$ cat config.mk
export PLATFORM = sky130hd
export DESIGN_NAME = cbar_watchdog_flat
export DESIGN_NICKNAME = d
export VERILOG_FILES = /design/src/rtl/cbar_pkg.sv /design/src/rtl/cbar_if.sv /design/src/rtl/cbar_watchdog.sv /design/src/flat_wrapper.sv
export SDC_FILE = /design/constraint.sdc
export NUM_CORES = 1
export LEC_CHECK = 0
export ABC_CLOCK_PERIOD_IN_PS = 3600
export BUFFER_PORTS_ARGS = -buffer_cell sky130_fd_sc_hd__buf_2
export CAP_MARGIN = 20
export CORE_ASPECT_RATIO = 1.4
export CORE_UTILIZATION = 45
export DETAILED_ROUTE_END_ITERATION = 8
export PLACE_DENSITY = 0.68
export SLEW_MARGIN = 20
export SYNTH_ARGS = -nofsm -noshare
export SYNTH_HDL_FRONTEND = slang
export SYNTH_SLANG_ARGS = --single-unit
$ cat constraint.sdc
create_clock -name CLK -period 3.6 [get_ports CLK]
set_input_delay 0.36 -clock CLK [delete_from_list [all_inputs] [get_ports CLK]]
set_output_delay 0.36 -clock CLK [all_outputs]
set_load 0.02 [all_outputs]
$ cat src/rtl/cbar_pkg.sv
// Package for the circular bus auto-reset chain: timing counts and states.
// Assumes a single 100 MHz clock shared by the watchdog and the board ends.
package cbar_pkg;
	localparam int unsigned CLK_MHZ = 100;
	// Supervision pulse period driven by the watchdog, in microseconds
	localparam int unsigned PULSE_PERIOD_US = 10;
	localparam int unsigned PULSE_PERIOD_CYC = PULSE_PERIOD_US * CLK_MHZ;
	// Default return timeout, in microseconds
	localparam int unsigned TIMEOUT_US = 40;
	localparam int unsigned TIMEOUT_CYC = TIMEOUT_US * CLK_MHZ;
	// Fixed reset hold time, in microseconds
	localparam int unsigned RST_HOLD_US = 20;
	localparam int unsigned RST_HOLD_CYC = RST_HOLD_US * CLK_MHZ;
	localparam int CNT_W = 16;
	localparam logic [CNT_W-1:0] TIMEOUT_DEF = 16'(TIMEOUT_CYC);
	localparam logic [CNT_W-1:0] PERIOD_LAST = 16'(PULSE_PERIOD_CYC - 1);
	localparam logic [CNT_W-1:0] HOLD_LAST = 16'(RST_HOLD_CYC - 1);

	typedef enum logic [1:0] {
		CBAR_MON = 2'b00,
		CBAR_RST = 2'b01
	} cbar_state_t;

	typedef enum logic [1:0] {
		CBAR_ACTIVE = 2'b00,
		CBAR_PASSIVE = 2'b01,
		CBAR_FILLER = 2'b10
	} cbar_kind_t;
endpackage

$ cat src/rtl/cbar_if.sv
// Interface for the supervision chain segment and the bus-wide reset line.
// Assumes the bench joins watchdog and board ends through this interface.
interface cbar_if;
	logic sup_out;
	logic sup_ret;
	logic bus_rst_n;
	logic sup_in;
	logic sup_fwd;
	modport ctl (output sup_out, input sup_ret, output bus_rst_n);
	modport brd (input sup_in, output sup_fwd, input bus_rst_n);
endinterface

$ cat src/rtl/cbar_watchdog.sv
// Control board watchdog of the circular auto-reset chain.
// Assumes boards and the bus termination return the pulse to sup_ret.
module cbar_watchdog (
	input wire logic CLK,
	input wire logic NRST,
	input wire logic CE,
	input wire logic [cbar_pkg::CNT_W-1:0] TIMEOUT,
	output logic RESETTING,
	output logic TRIP,
	cbar_if.ctl BUS
);
	import cbar_pkg::*;

	cbar_state_t state_ff;
	logic [CNT_W-1:0] per_ff;
	logic [CNT_W-1:0] wait_ff;
	logic [CNT_W-1:0] hold_ff;
	logic pulse_ff;
	logic ret_s1_ff;
	logic ret_s2_ff;
	logic ret_s3_ff;
	logic rst_n_ff;
	logic resetting_ff;
	logic trip_ff;
	logic ret_edge;
	logic timeout_hit;

	// Return path is an external pin: three stages, edge when stages two and three differ
	always_ff @(posedge CLK or negedge NRST) begin
		if (!NRST) begin
			ret_s1_ff <= 1'b0;
			ret_s2_ff <= 1'b0;
			ret_s3_ff <= 1'b0;
		end else if (CE) begin
			ret_s1_ff <= BUS.sup_ret;
			ret_s2_ff <= ret_s1_ff;
			ret_s3_ff <= ret_s2_ff;
		end
	end

	assign ret_edge = ret_s2_ff != ret_s3_ff;
	assign timeout_hit = (TIMEOUT == 16'h0000) ? (wait_ff >= TIMEOUT_DEF) : (wait_ff >= TIMEOUT);

	// Free-running toggle pulse onto the bus; stopped while reset is held
	always_ff @(posedge CLK or negedge NRST) begin
		if (!NRST) begin
			per_ff <= 16'h0000;
			pulse_ff <= 1'b0;
		end else if (CE) begin
			if (state_ff == CBAR_RST) begin
				per_ff <= 16'h0000;
				pulse_ff <= 1'b0;
			end else if (per_ff == PERIOD_LAST) begin
				per_ff <= 16'h0000;
				pulse_ff <= ~pulse_ff;
			end else begin
				per_ff <= per_ff + 16'h0001;
			end
		end
	end

	// Supervision state: monitor for return activity, or hold bus reset
	always_ff @(posedge CLK or negedge NRST) begin
		if (!NRST) begin
			state_ff <= CBAR_MON;
			wait_ff <= 16'h0000;
			hold_ff <= 16'h0000;
			trip_ff <= 1'b0;
		end else if (CE) begin
			trip_ff <= 1'b0;
			unique case (state_ff)
				CBAR_MON: begin
					if (ret_edge) begin
						wait_ff <= 16'h0000;
					end else if (timeout_hit) begin
						state_ff <= CBAR_RST;
						hold_ff <= 16'h0000;
						trip_ff <= 1'b1;
					end else begin
						wait_ff <= wait_ff + 16'h0001;
					end
				end
				CBAR_RST: begin
					if (hold_ff == HOLD_LAST) begin
						state_ff <= CBAR_MON;
						wait_ff <= 16'h0000;
					end else begin
						hold_ff <= hold_ff + 16'h0001;
					end
				end
				default: begin
					state_ff <= CBAR_MON;
				end
			endcase
		end
	end

	// Bus reset is low during the hold; repeats while the chain stays open
	always_ff @(posedge CLK or negedge NRST) begin
		if (!NRST) begin
			rst_n_ff <= 1'b0;
			resetting_ff <= 1'b1;
		end else if (CE) begin
			rst_n_ff <= (state_ff != CBAR_RST);
			resetting_ff <= (state_ff == CBAR_RST);
		end
	end

	assign BUS.sup_out = pulse_ff;
	assign BUS.bus_rst_n = rst_n_ff;
	assign RESETTING = resetting_ff;
	assign TRIP = trip_ff;
endmodule

$ cat src/flat_wrapper.sv
// flat-port wrapper written by rule: the top's interface ports become plain ports
module cbar_watchdog_flat import cbar_pkg::*;
  (CLK, NRST, CE, TIMEOUT, RESETTING, TRIP, BUS_sup_out, BUS_sup_ret, BUS_bus_rst_n);
  cbar_if BUS_i ();
  input wire logic CLK;
  input wire logic NRST;
  input wire logic CE;
  input wire logic [cbar_pkg::CNT_W-1:0] TIMEOUT;
  output logic RESETTING;
  output logic TRIP;
  output wire logic [$bits(BUS_i.sup_out)-1:0] BUS_sup_out;
  input wire logic [$bits(BUS_i.sup_ret)-1:0] BUS_sup_ret;
  output wire logic [$bits(BUS_i.bus_rst_n)-1:0] BUS_bus_rst_n;
  assign BUS_sup_out = BUS_i.sup_out;
  assign BUS_i.sup_ret = BUS_sup_ret;
  assign BUS_bus_rst_n = BUS_i.bus_rst_n;
  cbar_watchdog u_core (.CLK(CLK), .NRST(NRST), .CE(CE), .TIMEOUT(TIMEOUT), .RESETTING(RESETTING), .TRIP(TRIP), .BUS(BUS_i));
endmodule
==> flow_summary.toml <==
[sta]
fin_ws_ns = 0.630
setup_violations = 0
maxSlewViolCount = 0
finalHoldViolations = 0
finalSetupTns_ns = 0
worst_pin_slew_ns = 0.835
min_period_over_period_pct = 82.5
min_period_ns = 2.97
max_freq_mhz = 337
rsz0062_at_grt = "false"
slew_headroom_pct = 44.4
skew_ns = 0.0188

[critical_path]
crit_type = "reg -> reg"
required_ns = 3.83
cp.arrival_ns = 3.20
regToRegStartpoint = "u_core.wait_ff[0]"
worstPathMaxFanout = 10
critPathLaunchType = "flop"
ff2ff_path_depth = 9
cp-startpoint = "u_core.wait_ff[0]"
crit_path_end_kind = "flop"

[clock_tree]
insertion_delay_ns = 0.32
h-tree-depth = 2
cts_buffers = 5
cts_resized = 0
cts_setup_buffers = 0
cts_buffer_depth = 2
cts_sinks = 56
cts-root-buf = "clkbuf_8"
cts_tree = "done"
postCtsHoldBufs = 0
clkTransAtPathRegs_ns = 0.11

[floorplan]
fp.dieH_um = 106
fp.dieArea_um2 = 8100
start_util_pct = 47.0
rows = 37
core-area_um2 = 7410
pin_count = 24
die_w_um = 76.4

[detailed_routing]
drtPass1Iterations = 4
via_per_inst = 5.92
drt_iter0_drc = 130
drc = 0
post_drt_wl_per_cell_um = 15.4
antenna_left = 0
vias = 2953
drt_wl_total_um = 7710

[yosys]
yosysTopAreaCell = "dfrtp_1"
yosysWarningCount = 0
synthDistinctLibCells = 58
ys.flop_type = "dfrtp_1"
yosysTopAreaCellShare_pct = 39.5
synth.avg_cell_area_um2 = 9.12
synth_area_um2 = 3480
ys_seq_area_share_pct = 40.3
synth_edf_count = 0
synth_area_leaders = "dfrtp_1 (39%), ha_1 (7.2%), nand2_1 (3.8%), nand3_1 (3.4%), and3_1 (3.1%)"
synthTopCellsByCount = "dfrtp_1 (55), nand2_1 (35), inv_1 (26)"
syn_inst = 382
synth_nets = 422
async_flop_share_pct = 100
synth-seq-cells = 56
synth_most_common_cell = "dfrtp_1"

[power_and_ir_drop]
leakage_nw = 1.72
ir_drop_uv = 243
p_per_area_nw_per_um2 = 427

[place]
dp_hpwl_um = 5570
dp_slack_ns = 0.651
gp_congestion = 0.826
port-buffer-count = 23

[global_route]
antenna_found_initial = 0
grt_pass1_wl_um = 13300
grt-ovfl-total = 0
grt_pass1_vias = 2910
grt_start_max_net_pins = 44
grtUsageTotal_pct = 20.3

[cells_and_area]
multiInputGateArea_um2 = 1900
diodes = 0
syn_to_final_growth_pct = 8.01
fill_cells = 700
regArea_um2 = 1400
layout.nets = 442
drive_above_1_share_pct = 13.2

[min_path]
hp-class = "in -> async"

[status]
status = "finished clean"

[job]
drv_cap = 0
final timing paths:
check                                     to  slack (ns)
setup / recovery           u_core.hold_ff[7]        0.63
hold / removal             u_core.hold_ff[5]        0.03
setup reg to reg           u_core.hold_ff[7]        0.63
hold reg to reg             u_core.RESETTING        0.48
max in group asynchronous  u_core.hold_ff[9]        2.99
min in group CLK            u_core.ret_s1_ff        0.28
critical path: stages (launching register included):
cell	delay [ns]
dfrtp_1	0.43
inv_1	0.12
ha_1	0.23
nand2b_1	0.14
a2111oi_0	0.72
o41a_4	0.30
a31o_1	0.40
buf_4	0.27
nor3_2	0.08
a31oi_1	0.18
layout make-up:
cell class | instances | share of cell area [%]
Tap cell | 97 | 3.22
Inverter | 26 | 2.59
Clock inverter | 1 | 0.133
Clock buffer | 6 | 1.93
Timing Repair Buffer | 29 | 4.32
Multi-Input combinational cell | 284 | 50.5
Sequential cell | 56 | 37.3
registers in the layout, summed over array words and instances, names as in the netlist:
signal,flops
u_core.wait_ff,16
u_core.BUS.bus_rst_n,1
u_core.BUS.sup_out,1
u_core.hold_ff,16
u_core.ret_s2_ff,1
u_core.TRIP,1
u_core.ret_s3_ff,1
u_core.per_ff,16
u_core.ret_s1_ff,1
u_core.RESETTING,1
u_core.state_ff,1
cell usage in the layout (no fill, tap or decap), drive strengths merged, types with 4 or more instances in the layout:
| cell type | instances |
|---|---|
| o31ai | 4 |
| or4 | 5 |
| and4 | 4 |
| a21oi | 12 |
| o211ai | 12 |
| xnor2 | 5 |
| nor4 | 8 |
| a31oi | 7 |
| nor2 | 25 |
| and3 | 17 |
| a22o | 5 |
| mux2i | 4 |
| ha | 20 |
| buf | 29 |
| mux2 | 4 |
| nor3 | 5 |
| inv | 26 |
| o21ai | 25 |
| nand2 | 35 |
| xor2 | 10 |
| nand4 | 12 |
| clkbuf | 6 |
| nand3 | 24 |
| dfrtp | 55 |
| and2 | 5 |
layer usage:
| metal | global-route usage [%] | vias to the layer above | share of wire, % |
|---|---|---|---|
| met5 | 0 | - | 0 |
| met4 | 8.65 | 0 | 2.4 |
| met3 | 2.06 | 17 | 2.8 |
| met2 | 38.2 | 57 | 53 |
| met1 | 23.0 | 1439 | 42 |
| li1 | - | 1440 | - |
cells by family after synthesis:
| family | Yosys count | synth area share (%) |
|---|---|---|
| adder cells (fa/ha/maj) | 20 | 7.18 |
| buffers and inverters | 42 | 5.17 |
| XOR/XNOR | 15 | 3.77 |
| flip-flops | 56 | 40.3 |
| multiplexers | 8 | 2.44 |
| AO/OA/AOI/OAI | 86 | 17.6 |
| AND/OR/NAND/NOR | 155 | 23.6 |
through the flow:
stage / hold WS, ns / cell area, um2 / cells / utilization, % / power [mW]
global route: 0.0861 / 3760 / 499 / 50.8 / 1.71
detailed placement: 0.464 / 3680 / 492 / 49.7 / 1.29
CTS: 0.232 / 3760 / 499 / 50.8 / 1.62
global placement: 0.470 / 3680 / 492 / 49.7 / 1.27
finish: 0.0273 / 3760 / 499 / 50.8 / 1.61
floorplan: 0.0644 / 3480 / 382 / - / 1.14
power by group:
| part | switching [mW] | internal (mW) |
|---|---|---|
| Sequential | 0.124 | 0.723 |
| Combinational | 0.242 | 0.182 |
| Clock | 0.202 | 0.133 |
| Total | 0.568 | 1.04 |
Note: power is estimated with default switching activity, not from simulation.
